===== config.mk =====
export PLATFORM = sky130hd
export DESIGN_NAME = mie_execute
export DESIGN_NICKNAME = d
export VERILOG_FILES = /design/src/verilog/mie_pkg.sv /design/src/verilog/mie_execute.sv /design/src/verilog/mie_ram.sv
export SDC_FILE = /design/constraint.sdc
export NUM_CORES = 2
export LEC_CHECK = 0
export ABC_AREA = 1
export BUFFER_PORTS_ARGS = -buffer_cell sky130_fd_sc_hd__clkbuf_2
export CAP_MARGIN = 30
export CORE_ASPECT_RATIO = 1.4
export CORE_MARGIN = 10
export CORE_UTILIZATION = 60
export CTS_CLUSTER_SIZE = 25
export DETAILED_ROUTE_END_ITERATION = 8
export HOLD_SLACK_MARGIN = 0.15
export PLACE_DENSITY = 0.79
export SYNTH_ARGS = -nofsm -noshare
export SYNTH_HDL_FRONTEND = slang
export SYNTH_SLANG_ARGS = --single-unit
export TNS_END_PERCENT = 30

===== constraint.sdc =====
create_clock -name sys_clk -period 14.7 [get_ports sys_clk]
set_clock_uncertainty 0.15 [all_clocks]
set_input_delay 0 -clock sys_clk [delete_from_list [all_inputs] [get_ports sys_clk]]
set_output_delay 0 -clock sys_clk [all_outputs]
set_load 0.1 [all_outputs]

===== src/verilog/mie_pkg.sv =====
package mie_pkg;

  localparam int DATA_W    = 8;
  localparam int PC_W      = 15;
  localparam int MEM_DEPTH = 256;
  localparam int MEM_AW    = 8;

  // register port offsets
  localparam logic [2:0] REG_WORK   = 3'h0;
  localparam logic [2:0] REG_STATUS = 3'h1;
  localparam logic [2:0] REG_CTRL   = 3'h2;
  localparam logic [2:0] REG_PC_LO  = 3'h3;
  localparam logic [2:0] REG_PC_HI  = 3'h4;

  // status and control field positions
  localparam int ST_CARRY  = 0;
  localparam int ST_HALF   = 1;
  localparam int ST_ZERO   = 2;
  localparam int ST_EXCESS = 3;
  localparam int ST_WDT    = 4;
  localparam int ST_SLEEP  = 5;
  localparam int CTRL_GIE  = 0;

  // reset values, and the all-ones byte
  localparam logic [7:0]      WORK_RST = 8'h00;
  localparam logic [PC_W-1:0] PC_RST   = 15'h0000;
  localparam logic            GIE_RST  = 1'b0;
  localparam logic [7:0]      BYTE_ONES = 8'hff;

  typedef enum logic [4:0] {
    OP_NOP, OP_ADD_ONE, OP_ADD_ONE_W,
    OP_COPY_MW, OP_COPY_IW, OP_COPY_WM,
    OP_OR_M, OP_OR_I, OP_OR_TO_MEM,
    OP_BRANCH, OP_SUB_EXIT, OP_SUB_EXIT_IMM, OP_IRQ_EXIT,
    OP_LROT, OP_LROT_W, OP_LROT_C, OP_LROT_C_W,
    OP_RROT, OP_RROT_W, OP_RROT_C, OP_RROT_C_W,
    OP_SUBB, OP_SUBB_MEM,
    OP_DEC_SKIP, OP_DEC_SKIP_W, OP_INC_SKIP, OP_INC_SKIP_W,
    OP_SET_BYTE, OP_SET_BIT, OP_SLEEP
  } mie_op_e;

  typedef struct packed {
    mie_op_e         op;
    logic [7:0]      addr;
    logic [7:0]      imm;
    logic [2:0]      bitSel;
    logic [PC_W-1:0] target;
  } mie_ins_s;

  typedef struct packed {
    logic sleepEntered;
    logic wdtExpiry;
    logic excess;
    logic zero;
    logic halfCarry;
    logic carry;
  } mie_flags_s;

endpackage


===== src/verilog/mie_execute.sv =====
// Design decisions made here: the register addresses and the address-and-strobe port.
`timescale 1ns/10ps
module mie_execute
  import mie_pkg::*;
(
  input  wire logic            sys_clk,
  input  wire logic            rst_n,
  input  wire logic            insValid,
  output logic                 insReady,
  input  mie_ins_s             ins,
  output logic                 done,
  output logic                 skipTaken,
  output logic                 pcLoad,
  output logic      [PC_W-1:0] pcValue,
  output logic                 stackPop,
  input  wire logic [PC_W-1:0] stackTop,
  output logic      [7:0]      workingReg,
  output mie_flags_s           flags,
  output logic                 globalIrqEnable,
  output logic                 sleepMode,
  output logic                 wdtClear,
  input  wire logic            wdtTimeout,
  input  wire logic            wakeReq,
  input  wire logic [2:0]      regAddr,
  input  wire logic [7:0]      regWdata,
  input  wire logic            regWr,
  input  wire logic            regRd,
  output logic      [7:0]      regRdata
);

  typedef enum logic [1:0] {ST_IDLE, ST_EXEC, ST_DUMMY, ST_SLEEP} mie_st_e;

  mie_st_e         state_q, state_d;
  mie_ins_s        insQ_q, insQ_d;
  logic [7:0]      work_q, work_d;
  mie_flags_s      flags_q, flags_d;
  logic            gie_q, gie_d;
  logic [PC_W-1:0] pc_q, pc_d;
  logic [7:0]      rdata_q, rdata_d;
  logic            wake1_q, wake2_q;

  logic       memWr;
  logic [7:0] memWdata;
  logic [7:0] memRd;
  logic       twoCycle;
  logic [8:0] sub9;
  logic [4:0] sub5;
  logic [7:0] incr;
  logic [7:0] decr;
  logic [7:0] orRes;
  logic       isExec;

  mie_ram #(.W(DATA_W), .D(MEM_DEPTH), .AW(MEM_AW)) u_ram (
    .sys_clk (sys_clk),
    .wrEn    (memWr),
    .wrAddr  (insQ_q.addr),
    .wrData  (memWdata),
    .rdAddr  (ins.addr),
    .rdData  (memRd)
  );

  // arithmetic on the operand read from memory, or on the immediate for OP_OR_I
  assign sub9 = {1'b0, work_q} - {1'b0, memRd} - {8'h00, ~flags_q.carry};
  assign sub5 = {1'b0, work_q[3:0]} - {1'b0, memRd[3:0]}
              - {4'h0, ~flags_q.carry};
  assign incr = memRd + 8'h01;
  assign decr = memRd - 8'h01;
  assign orRes = work_q | ((insQ_q.op == OP_OR_I) ? insQ_q.imm : memRd);
  assign isExec = (state_q == ST_EXEC);

  assign insReady        = (state_q == ST_IDLE);
  assign sleepMode       = (state_q == ST_SLEEP);
  assign pcValue         = pc_q;
  assign workingReg      = work_q;
  assign flags           = flags_q;
  assign globalIrqEnable = gie_q;
  assign regRdata        = rdata_q;

  // dummy-cycle outputs depend on which kind of two-cycle op it was
  always_comb begin
    pcLoad    = 1'b0;
    skipTaken = 1'b0;
    done      = 1'b0;
    if (state_q == ST_DUMMY) begin
      done = 1'b1;
      if (insQ_q.op == OP_BRANCH || insQ_q.op == OP_SUB_EXIT ||
          insQ_q.op == OP_SUB_EXIT_IMM || insQ_q.op == OP_IRQ_EXIT) begin
        pcLoad = 1'b1;
      end else begin
        skipTaken = 1'b1;
      end
    end else if (isExec && !twoCycle) begin
      done = 1'b1;
    end
  end

  always_comb begin
    state_d  = state_q;
    insQ_d   = insQ_q;
    work_d   = work_q;
    flags_d  = flags_q;
    gie_d    = gie_q;
    pc_d     = pc_q;
    rdata_d  = 8'h00;
    memWr    = 1'b0;
    memWdata = 8'h00;
    stackPop = 1'b0;
    wdtClear = 1'b0;
    twoCycle = 1'b0;

    if (regRd) begin
      case (regAddr)
        REG_WORK:   rdata_d = work_q;
        REG_STATUS: rdata_d = {2'b00, flags_q};
        REG_CTRL:   rdata_d = {7'h00, gie_q};
        REG_PC_LO:  rdata_d = pc_q[7:0];
        REG_PC_HI:  rdata_d = {1'b0, pc_q[PC_W-1:8]};
        default:    rdata_d = 8'h00;
      endcase
    end
    // software writes lose to an instruction writing the same state
    if (regWr) begin
      case (regAddr)
        REG_WORK:   work_d = regWdata;
        REG_STATUS: flags_d = regWdata[ST_SLEEP:ST_CARRY];
        REG_CTRL:   gie_d = regWdata[CTRL_GIE];
        default:    ;
      endcase
    end

    case (state_q)
      ST_IDLE: begin
        if (insValid) begin
          insQ_d  = ins;
          state_d = ST_EXEC;
        end
      end
      ST_EXEC: begin
        case (insQ_q.op)
          OP_NOP: ;
          OP_ADD_ONE: begin
            memWr        = 1'b1;
            memWdata     = incr;
            flags_d.zero = (incr == 8'h00);
          end
          OP_ADD_ONE_W: begin
            work_d       = incr;
            flags_d.zero = (incr == 8'h00);
          end
          OP_COPY_MW: work_d = memRd;
          OP_COPY_IW: work_d = insQ_q.imm;
          OP_COPY_WM: begin
            memWr    = 1'b1;
            memWdata = work_q;
          end
          OP_OR_M, OP_OR_I: begin
            work_d       = orRes;
            flags_d.zero = (orRes == 8'h00);
          end
          OP_OR_TO_MEM: begin
            memWr        = 1'b1;
            memWdata     = orRes;
            flags_d.zero = (orRes == 8'h00);
          end
          OP_BRANCH: begin
            pc_d     = insQ_q.target;
            twoCycle = 1'b1;
          end
          OP_SUB_EXIT, OP_SUB_EXIT_IMM, OP_IRQ_EXIT: begin
            stackPop = 1'b1;
            pc_d     = stackTop;
            twoCycle = 1'b1;
            if (insQ_q.op == OP_SUB_EXIT_IMM) begin
              work_d = insQ_q.imm;
            end
            if (insQ_q.op == OP_IRQ_EXIT) begin
              gie_d = 1'b1;
            end
          end
          OP_LROT: begin
            memWr    = 1'b1;
            memWdata = {memRd[6:0], memRd[7]};
          end
          OP_LROT_W: work_d = {memRd[6:0], memRd[7]};
          OP_LROT_C, OP_LROT_C_W: begin
            flags_d.carry = memRd[7];
            if (insQ_q.op == OP_LROT_C) begin
              memWr    = 1'b1;
              memWdata = {memRd[6:0], flags_q.carry};
            end else begin
              work_d = {memRd[6:0], flags_q.carry};
            end
          end
          OP_RROT: begin
            memWr    = 1'b1;
            memWdata = {memRd[0], memRd[7:1]};
          end
          OP_RROT_W: work_d = {memRd[0], memRd[7:1]};
          OP_RROT_C, OP_RROT_C_W: begin
            flags_d.carry = memRd[0];
            if (insQ_q.op == OP_RROT_C) begin
              memWr    = 1'b1;
              memWdata = {flags_q.carry, memRd[7:1]};
            end else begin
              work_d = {flags_q.carry, memRd[7:1]};
            end
          end
          OP_SUBB, OP_SUBB_MEM: begin
            if (insQ_q.op == OP_SUBB) begin
              work_d = sub9[7:0];
            end else begin
              memWr    = 1'b1;
              memWdata = sub9[7:0];
            end
            flags_d.carry     = ~sub9[8];
            flags_d.halfCarry = ~sub5[4];
            flags_d.zero      = (sub9[7:0] == 8'h00);
            flags_d.excess    = (work_q[7] != memRd[7]) &&
                                (sub9[7] != work_q[7]);
          end
          OP_DEC_SKIP: begin
            memWr    = 1'b1;
            memWdata = decr;
            twoCycle = (decr == 8'h00);
          end
          OP_DEC_SKIP_W: begin
            work_d   = decr;
            twoCycle = (decr == 8'h00);
          end
          OP_INC_SKIP: begin
            memWr    = 1'b1;
            memWdata = incr;
            twoCycle = (incr == 8'h00);
          end
          OP_INC_SKIP_W: begin
            work_d   = incr;
            twoCycle = (incr == 8'h00);
          end
          OP_SET_BYTE: begin
            memWr    = 1'b1;
            memWdata = BYTE_ONES;
          end
          OP_SET_BIT: begin
            memWr    = 1'b1;
            memWdata = memRd | (8'h01 << insQ_q.bitSel);
          end
          OP_SLEEP: begin
            wdtClear             = 1'b1;
            flags_d.sleepEntered = 1'b1;
            flags_d.wdtExpiry    = 1'b0;
          end
          default: ;
        endcase
        if (insQ_q.op == OP_SLEEP) begin
          state_d = ST_SLEEP;
        end else if (twoCycle) begin
          state_d = ST_DUMMY;
        end else begin
          state_d = ST_IDLE;
        end
      end
      ST_DUMMY: state_d = ST_IDLE;
      ST_SLEEP: begin
        if (wake2_q) begin
          state_d = ST_IDLE;
        end
      end
      default: state_d = ST_IDLE;
    endcase

    // a time-out in the same cycle as a clear still lands
    if (wdtTimeout) begin
      flags_d.wdtExpiry = 1'b1;
    end
  end

  always_ff @(posedge sys_clk) begin
    if (!rst_n) begin
      state_q <= ST_IDLE;
      insQ_q  <= '0;
      work_q  <= WORK_RST;
      flags_q <= '0;
      gie_q   <= GIE_RST;
      pc_q    <= PC_RST;
      rdata_q <= 8'h00;
      wake1_q <= 1'b0;
      wake2_q <= 1'b0;
    end else begin
      state_q <= state_d;
      insQ_q  <= insQ_d;
      work_q  <= work_d;
      flags_q <= flags_d;
      gie_q   <= gie_d;
      pc_q    <= pc_d;
      rdata_q <= rdata_d;
      wake1_q <= wakeReq;
      wake2_q <= wake1_q;
    end
  end
endmodule


===== src/verilog/mie_ram.sv =====
`timescale 1ns/10ps
module mie_ram #(
  parameter int W  = 8,
  parameter int D  = 256,
  parameter int AW = 8
) (
  input  wire logic          sys_clk,
  input  wire logic          wrEn,
  input  wire logic [AW-1:0] wrAddr,
  input  wire logic [W-1:0]  wrData,
  input  wire logic [AW-1:0] rdAddr,
  output logic      [W-1:0]  rdData
);
  logic [W-1:0] mem [D];

  // read data registered; no reset so it maps onto block memory
  always_ff @(posedge sys_clk) begin
    if (wrEn) begin
      mem[wrAddr] <= wrData;
    end
    rdData <= mem[rdAddr];
  end
endmodule

## Word level (Yosys, flattened, before mapping)

Memories as Yosys holds them, arrays and structs flattened. A register that Yosys moved wholly into a read port is not among the register bits.
Index checks and enable logic that the tools add are counted.
W data, S select, Z words.

| word-level totals | value |
|---|---|
| register bits after elaboration | 81 |
| bits in writable memories | 2048 |
| bits of input ports | 72 |
| memories | 1 |

Memories:

| name | words | bits a word | read ports | clocked after memory_dff | write ports | line | text |
|---|---|---|---|---|---|---|---|
| u_ram.mem | 256 | 8 | 1 | 1 | 1 | mie_ram.sv:14 | `logic [W-1:0] mem [D];` |

| cells by class | value |
|---|---|
| add/subtract/negate cells | 6 |
| equal/unequal tests | 40 |
| shift operators | 1 |
| muxes and demuxes | 55 |
| bitwise logic cells | 5 |
| reductions and logical operators | 30 |

Operator list:

| operator | number |
|---|---|
| $pmux W8 S11 | 2 |
| $mux W8 | 12 |
| $eq A5 B5 Y1 const B | 14 |
| $eq A5 B4 Y1 const B | 8 |
| $pmux W8 S5 | 1 |
| $logic_not A8 Y1 | 4 |
| $pmux W15 S2 | 1 |
| $mux W1 | 26 |
| $eq A5 B3 Y1 const B | 4 |
| $mux W6 | 3 |
| $reduce_or A2 Y1 | 9 |
| $or A8 B8 Y8 | 2 |
| $eq A5 B2 Y1 const B | 2 |
| $mux W2 | 5 |
| $pmux W1 S3 | 3 |
| $reduce_or A9 Y1 | 1 |
| $sub A8 B8 Y9 | 1 |
| $sub A9 B1 Y9 | 1 |
| $add A8 B1 Y8 const B | 1 |
| $pmux W2 S4 | 1 |
| $reduce_and A2 Y1 | 4 |
| $shl A1 B3 Y8 const A | 1 |
| $sub A8 B1 Y8 const B | 1 |
| $eq A3 B2 Y1 const B | 2 |
| 20 further kinds | 28 |

## Longest topological paths before layout

| depth | value |
|---|---|
| depth in word-level cells | 9 |
| depth in mapped cells | 15 |
| depth with buffers taken out | 15 |

## Hierarchy

From an unflattened synthesis, not the netlist that was laid out.

| second synthesis, totals | value |
|---|---|
| cell total of the unflattened synthesis | 8012 |
| area, all modules | 89439.5 sq um |

By module, submodules not included:

| module | instances | cells an instance | area each (sq um) |
|---|---|---|---|
| mie_ram | 1 | 7003 | 83396.2 |
| mie_execute | 1 | 1009 | 6043.3 |

## Worst setup path before layout

OpenSTA, ideal clock, no wires.

| timing | value |
|---|---|
| kind | reg2reg |
| from | register work_q[0] (netlist: workingReg[0]) |
| to | memory u_ram.mem[0][7] (data pin) |
| arrival | 9.503 ns |
| data required time | 12.977 ns |
| path slack | 3.474 ns |
| cell stages (with the launch flop) | 14 |
| clock period less this slack | 11.226 ns |
| cells stage by stage | dfxtp_1 > inv_1 > fa_1 > inv_1 > ha_1 > o21ai_0 > nand2_1 > nand3_1 > o21ai_0 > nand2_1 > nand2_1 > inv_1 > nand2_1 > a21oi_1 |

| on the way | value |
|---|---|
| cells in the longest elaborated chain, start to end | 5 |

Ends and longest elaborated chain:

| item | line | text |
|---|---|---|
| start, declared | mie_execute.sv:35 | `logic [7:0] work_q, work_d;` |
| start signal, assigned | mie_execute.sv:291 | `work_q <= work_d;` |
| $sub A8 B8 Y9 | mie_execute.sv:63 | `assign sub9 = {1'b0, work_q} - {1'b0, memRd} - {8'h00, ~flags_q.carry};` |
| $sub A9 B1 Y9 | mie_execute.sv:63 |  |
| $mux W8 | mie_execute.sv:209 | `if (insQ_q.op == OP_SUBB) begin` |
| $pmux W8 S11 | mie_execute.sv:139 | `case (insQ_q.op)` |
| $mux W8 | mie_execute.sv:131 | `case (state_q)` |
| named net memWdata[7] | mie_execute.sv:43 | `logic [7:0] memWdata;` |
| end, declared | mie_ram.sv:14 |  |

The timed path passes the listed nets, and every way through them passes these cells.

==> results.py <==
metrics = {
    "hold_path": {
        "hp-start": "regWdata[7]",
        "hold_depth": 6,
        "hold_path_class": "in -> reg",
        "min_to": "workingReg[7]",
    },
    "final_layout": {
        "layout.nets": 8172,
        "area_growth_pct": 12.1,
        "drive_gt1_share_pct": 6.69,
        "instances_no_fill": 10200,
        "fillers": 9839,
        "stdcell_area_sq_um": 99500,
    },
    "worst_setup_path": {
        "cpPeakStageDelay_ns": 0.81,
        "cp_slowest_cell": "buf_4",
        "worstReg2RegStart": "workingReg[4]",
        "regToRegEndpoint": "u_ram.mem[187][7]",
        "worstPathCellList": "buf_8, inv_8, buf_4, buf_16, buf_4, buf_4, nand2_1, nand3_1, nand3_1, nand3_1, nand3_1, nand3_1, dlygate4sd3_1, nand3_1, nand2_1, dlygate4sd3_1, nand2_1, nand2_1, dlygate4sd3_1",
        "cp_max_fo": 149,
        "cp.arrival_ns": 6.06,
        "startpoint_type": "input pin",
        "crit_type": "in -> reg",
        "required_ns": 15.34,
        "rr_worst_depth": 15,
        "r2r_slack_ns": 9.80,
        "critPathCaptureType": "flop",
        "cpMostUsedCell": "nand3_1",
    },
    "synth": {
        "synthCells": 7960,
        "ys_ff_latch": 2137,
        "syn-cell-area_sq_um": 88700,
        "synthesis.nets": 8051,
        "synth_commonest_cells": "nand2_1, nand3_1, edfxtp_1, nor2_1, clkbuf_1",
        "ys_types": 41,
        "synth_edf_count": 2048,
        "avgSynthCellArea_sq_um": 11.1,
        "synth.most_common_cell": "nand2_1",
        "synth_area_leaders": "edfxtp_1, nand3_1, nand2_1",
        "yosysWarnings": 0,
        "ys.flop_type": "edfxtp_1",
        "async_flop_share_pct": 0,
        "synth_top_area_cell": "edfxtp_1",
        "synth_top_area_share_pct": 69.3,
        "synth.yosys.seq_area_share_pct": 71.4,
    },
    "timing": {
        "setup_violations": 0,
        "fmax_ghz": 0.185,
        "rsz0062_at_grt": "false",
        "worstMarginPinSlew_ns": 1.16,
        "hold_viol_final": 0,
        "finalSetupTns_ns": 0,
        "drv_slew": 0,
        "fin_crit_sh_pct": 36.9,
        "slew_headroom_pct": 22.7,
        "period_needed_ns": 5.42,
    },
    "routing": {
        "firstDrtPassIters": 7,
        "ant_nets": 0,
        "vias": 64700,
        "routed_wirelength_mm": 258,
        "via_per_inst": 6.36,
        "drc": 0,
        "wl_per_cell_um": 25.3,
        "drt_iter0_markers": 9497,
    },
    "global_routing": {
        "grt_first_pass_wirelength_mm": 381,
        "track_usage_pct": 30.7,
        "grt_pass1_vias": 62200,
        "grt_max_degree": 197,
        "grt_overflow": 0,
        "grt_antenna_before_repair": 6,
    },
    "floorplanning": {
        "io_pins": 117,
        "start_util_pct": 60.5,
        "die_area_sq_um": 164000,
        "core_sq_um": 147000,
        "die_width_um": 345,
        "fp-row-count": 166,
        "fp.dieH_um": 475,
    },
    "clock_tree": {
        "path_clk_slew_ns": 0.07,
        "post_cts_buffers": 0,
        "cts_tree": "done",
        "htree_num_levels": 4,
        "cts.path.max_buffers": 3,
        "numCtsBuffers": 186,
        "clock_sinks": 2137,
        "cts-resized-gates": 0,
        "root_buffer": "clkbuf_16",
        "clock_latency_ns": 0.85,
    },
    "placed_design": {
        "io_buffers": 116,
        "dp.cells": 9592,
        "dpl-instance-area_sq_um": 90900,
        "hpwl_mm": 146,
        "place_congestion": 0.950,
    },
    "power": {
        "p_per_area_nw_per_um2": 127,
        "irDropWorstVdd_mv": 0.143,
        "leakagePower_nw": 35.5,
    },
    "flow_run": {
        "drv_cap": 0,
    },
    "run_status": {
        "status": "finished clean",
    },
}
==> repair_timing <==
action	CTS	global route
endpoints found under the hold margin	89	0
setup endpoints to repair	0	0
hold buffers	226	0
==> per-stage QoR <==
| step | hold slack (ns) | worst slack, ns | power, W | util [%] |
|---|---|---|---|---|
| global placement | 0.0491 | 9.60 | 0.00770 | 61.7 |
| finish | 0.213 | 9.28 | 0.0127 | 67.8 |
| global route | 0.262 | 8.95 | 0.0129 | 67.8 |
| detailed placement | 0.0441 | 9.41 | 0.00772 | 62.0 |
| floorplan | -0.0524 | 3.47 | 0.00738 | - |
| CTS | 0.158 | 8.98 | 0.0126 | 67.7 |
==> worst max path at each step <==
stage | cells after the start | from | slack [ns] | end
after floorplan | 13 | workingReg[0] | 3.47 | u_ram.mem[0][7]
after global placement | 15 | ins[26] | 9.60 | u_ram.rdData[0]
after detailed placement | 15 | flags[0] | 9.41 | u_ram.mem[25][3]
after CTS | 18 | ins[26] | 8.98 | u_ram.rdData[2]
after global routing | 19 | ins[26] | 8.95 | u_ram.rdData[2]
final | 19 | ins[26] | 9.28 | u_ram.rdData[2]
==> routing by layer <==
layer	share of wire (%)	track usage (%)	vias up
met5	0.017	0	-
met2	48	49.5	4551
li1	-	-	28300
met3	11	6.67	922
met1	34	37.5	30900
met4	7.1	19.7	8
==> power by group <==
part / switching (W) / internal [W] / total (W)
Sequential: 0.0000237 / 0.00664 / 0.00666
Combinational: 0.000757 / 0.000273 / 0.00103
Clock: 0.00219 / 0.00278 / 0.00497
Total: 0.00297 / 0.00969 / 0.0127
==> cell type report <==
class | instances | area, sq um | area share, %
repair buffers | 448 | 4080 | 4.10
clock buffers | 230 | 4990 | 5.01
multi-input cells | 5160 | 22900 | 23.0
clock inverters | 114 | 1150 | 1.16
well taps | 1932 | 2420 | 2.43
inverters | 148 | 618 | 0.622
flip-flops and latches | 2137 | 63300 | 63.6
diodes | 2 | 5.00 | 0.00503
==> cell families (layout without fill, tap and decap cells) <==
group                    Yosys count  in the layout  share of synthesized area (%)
other                              0              2                              0
buffers and inverters            663            940                           2.89
flip-flops                      2137           2137                           71.4
AO/OA/AOI/OAI                    270            270                           1.70
adder cells (fa/ha/maj)           19             19                          0.285
AND/OR/NAND/NOR                 4859           4859                           23.6
XOR/XNOR                          12             12                          0.119
==> critical path: cells and delay by family <==
kind / cells / cell delay [ns]
simple gates: 10 / 1.06
buf+inv: 9 / 4.80
==> placed cells by master, fill, tap and decap left out, drive strengths merged, types with 21 or more instances in the layout <==
cell type	netlist	final
buf	127	111
dfxtp	89	89
nor3	26	26
a21oi	53	53
o22ai	22	22
nor2	406	406
clkbuf	388	341
nand3	2062	2062
dlygate4sd3	0	226
a31oi	21	21
inv	144	147
clkinv	4	80
nand2	2348	2348
edfxtp	2048	2048
o21ai	140	140
bufinv	0	21
==> flip-flops by register name, indices dropped and copies added, names as in the netlist, 2 cells and up <==
name          flops
u_ram.mem      2048
insQ_q           39
pcValue          15
regRdata          8
u_ram.rdData      8
workingReg        8
flags             6
state_q           2
(Power assumes the default switching activity.)
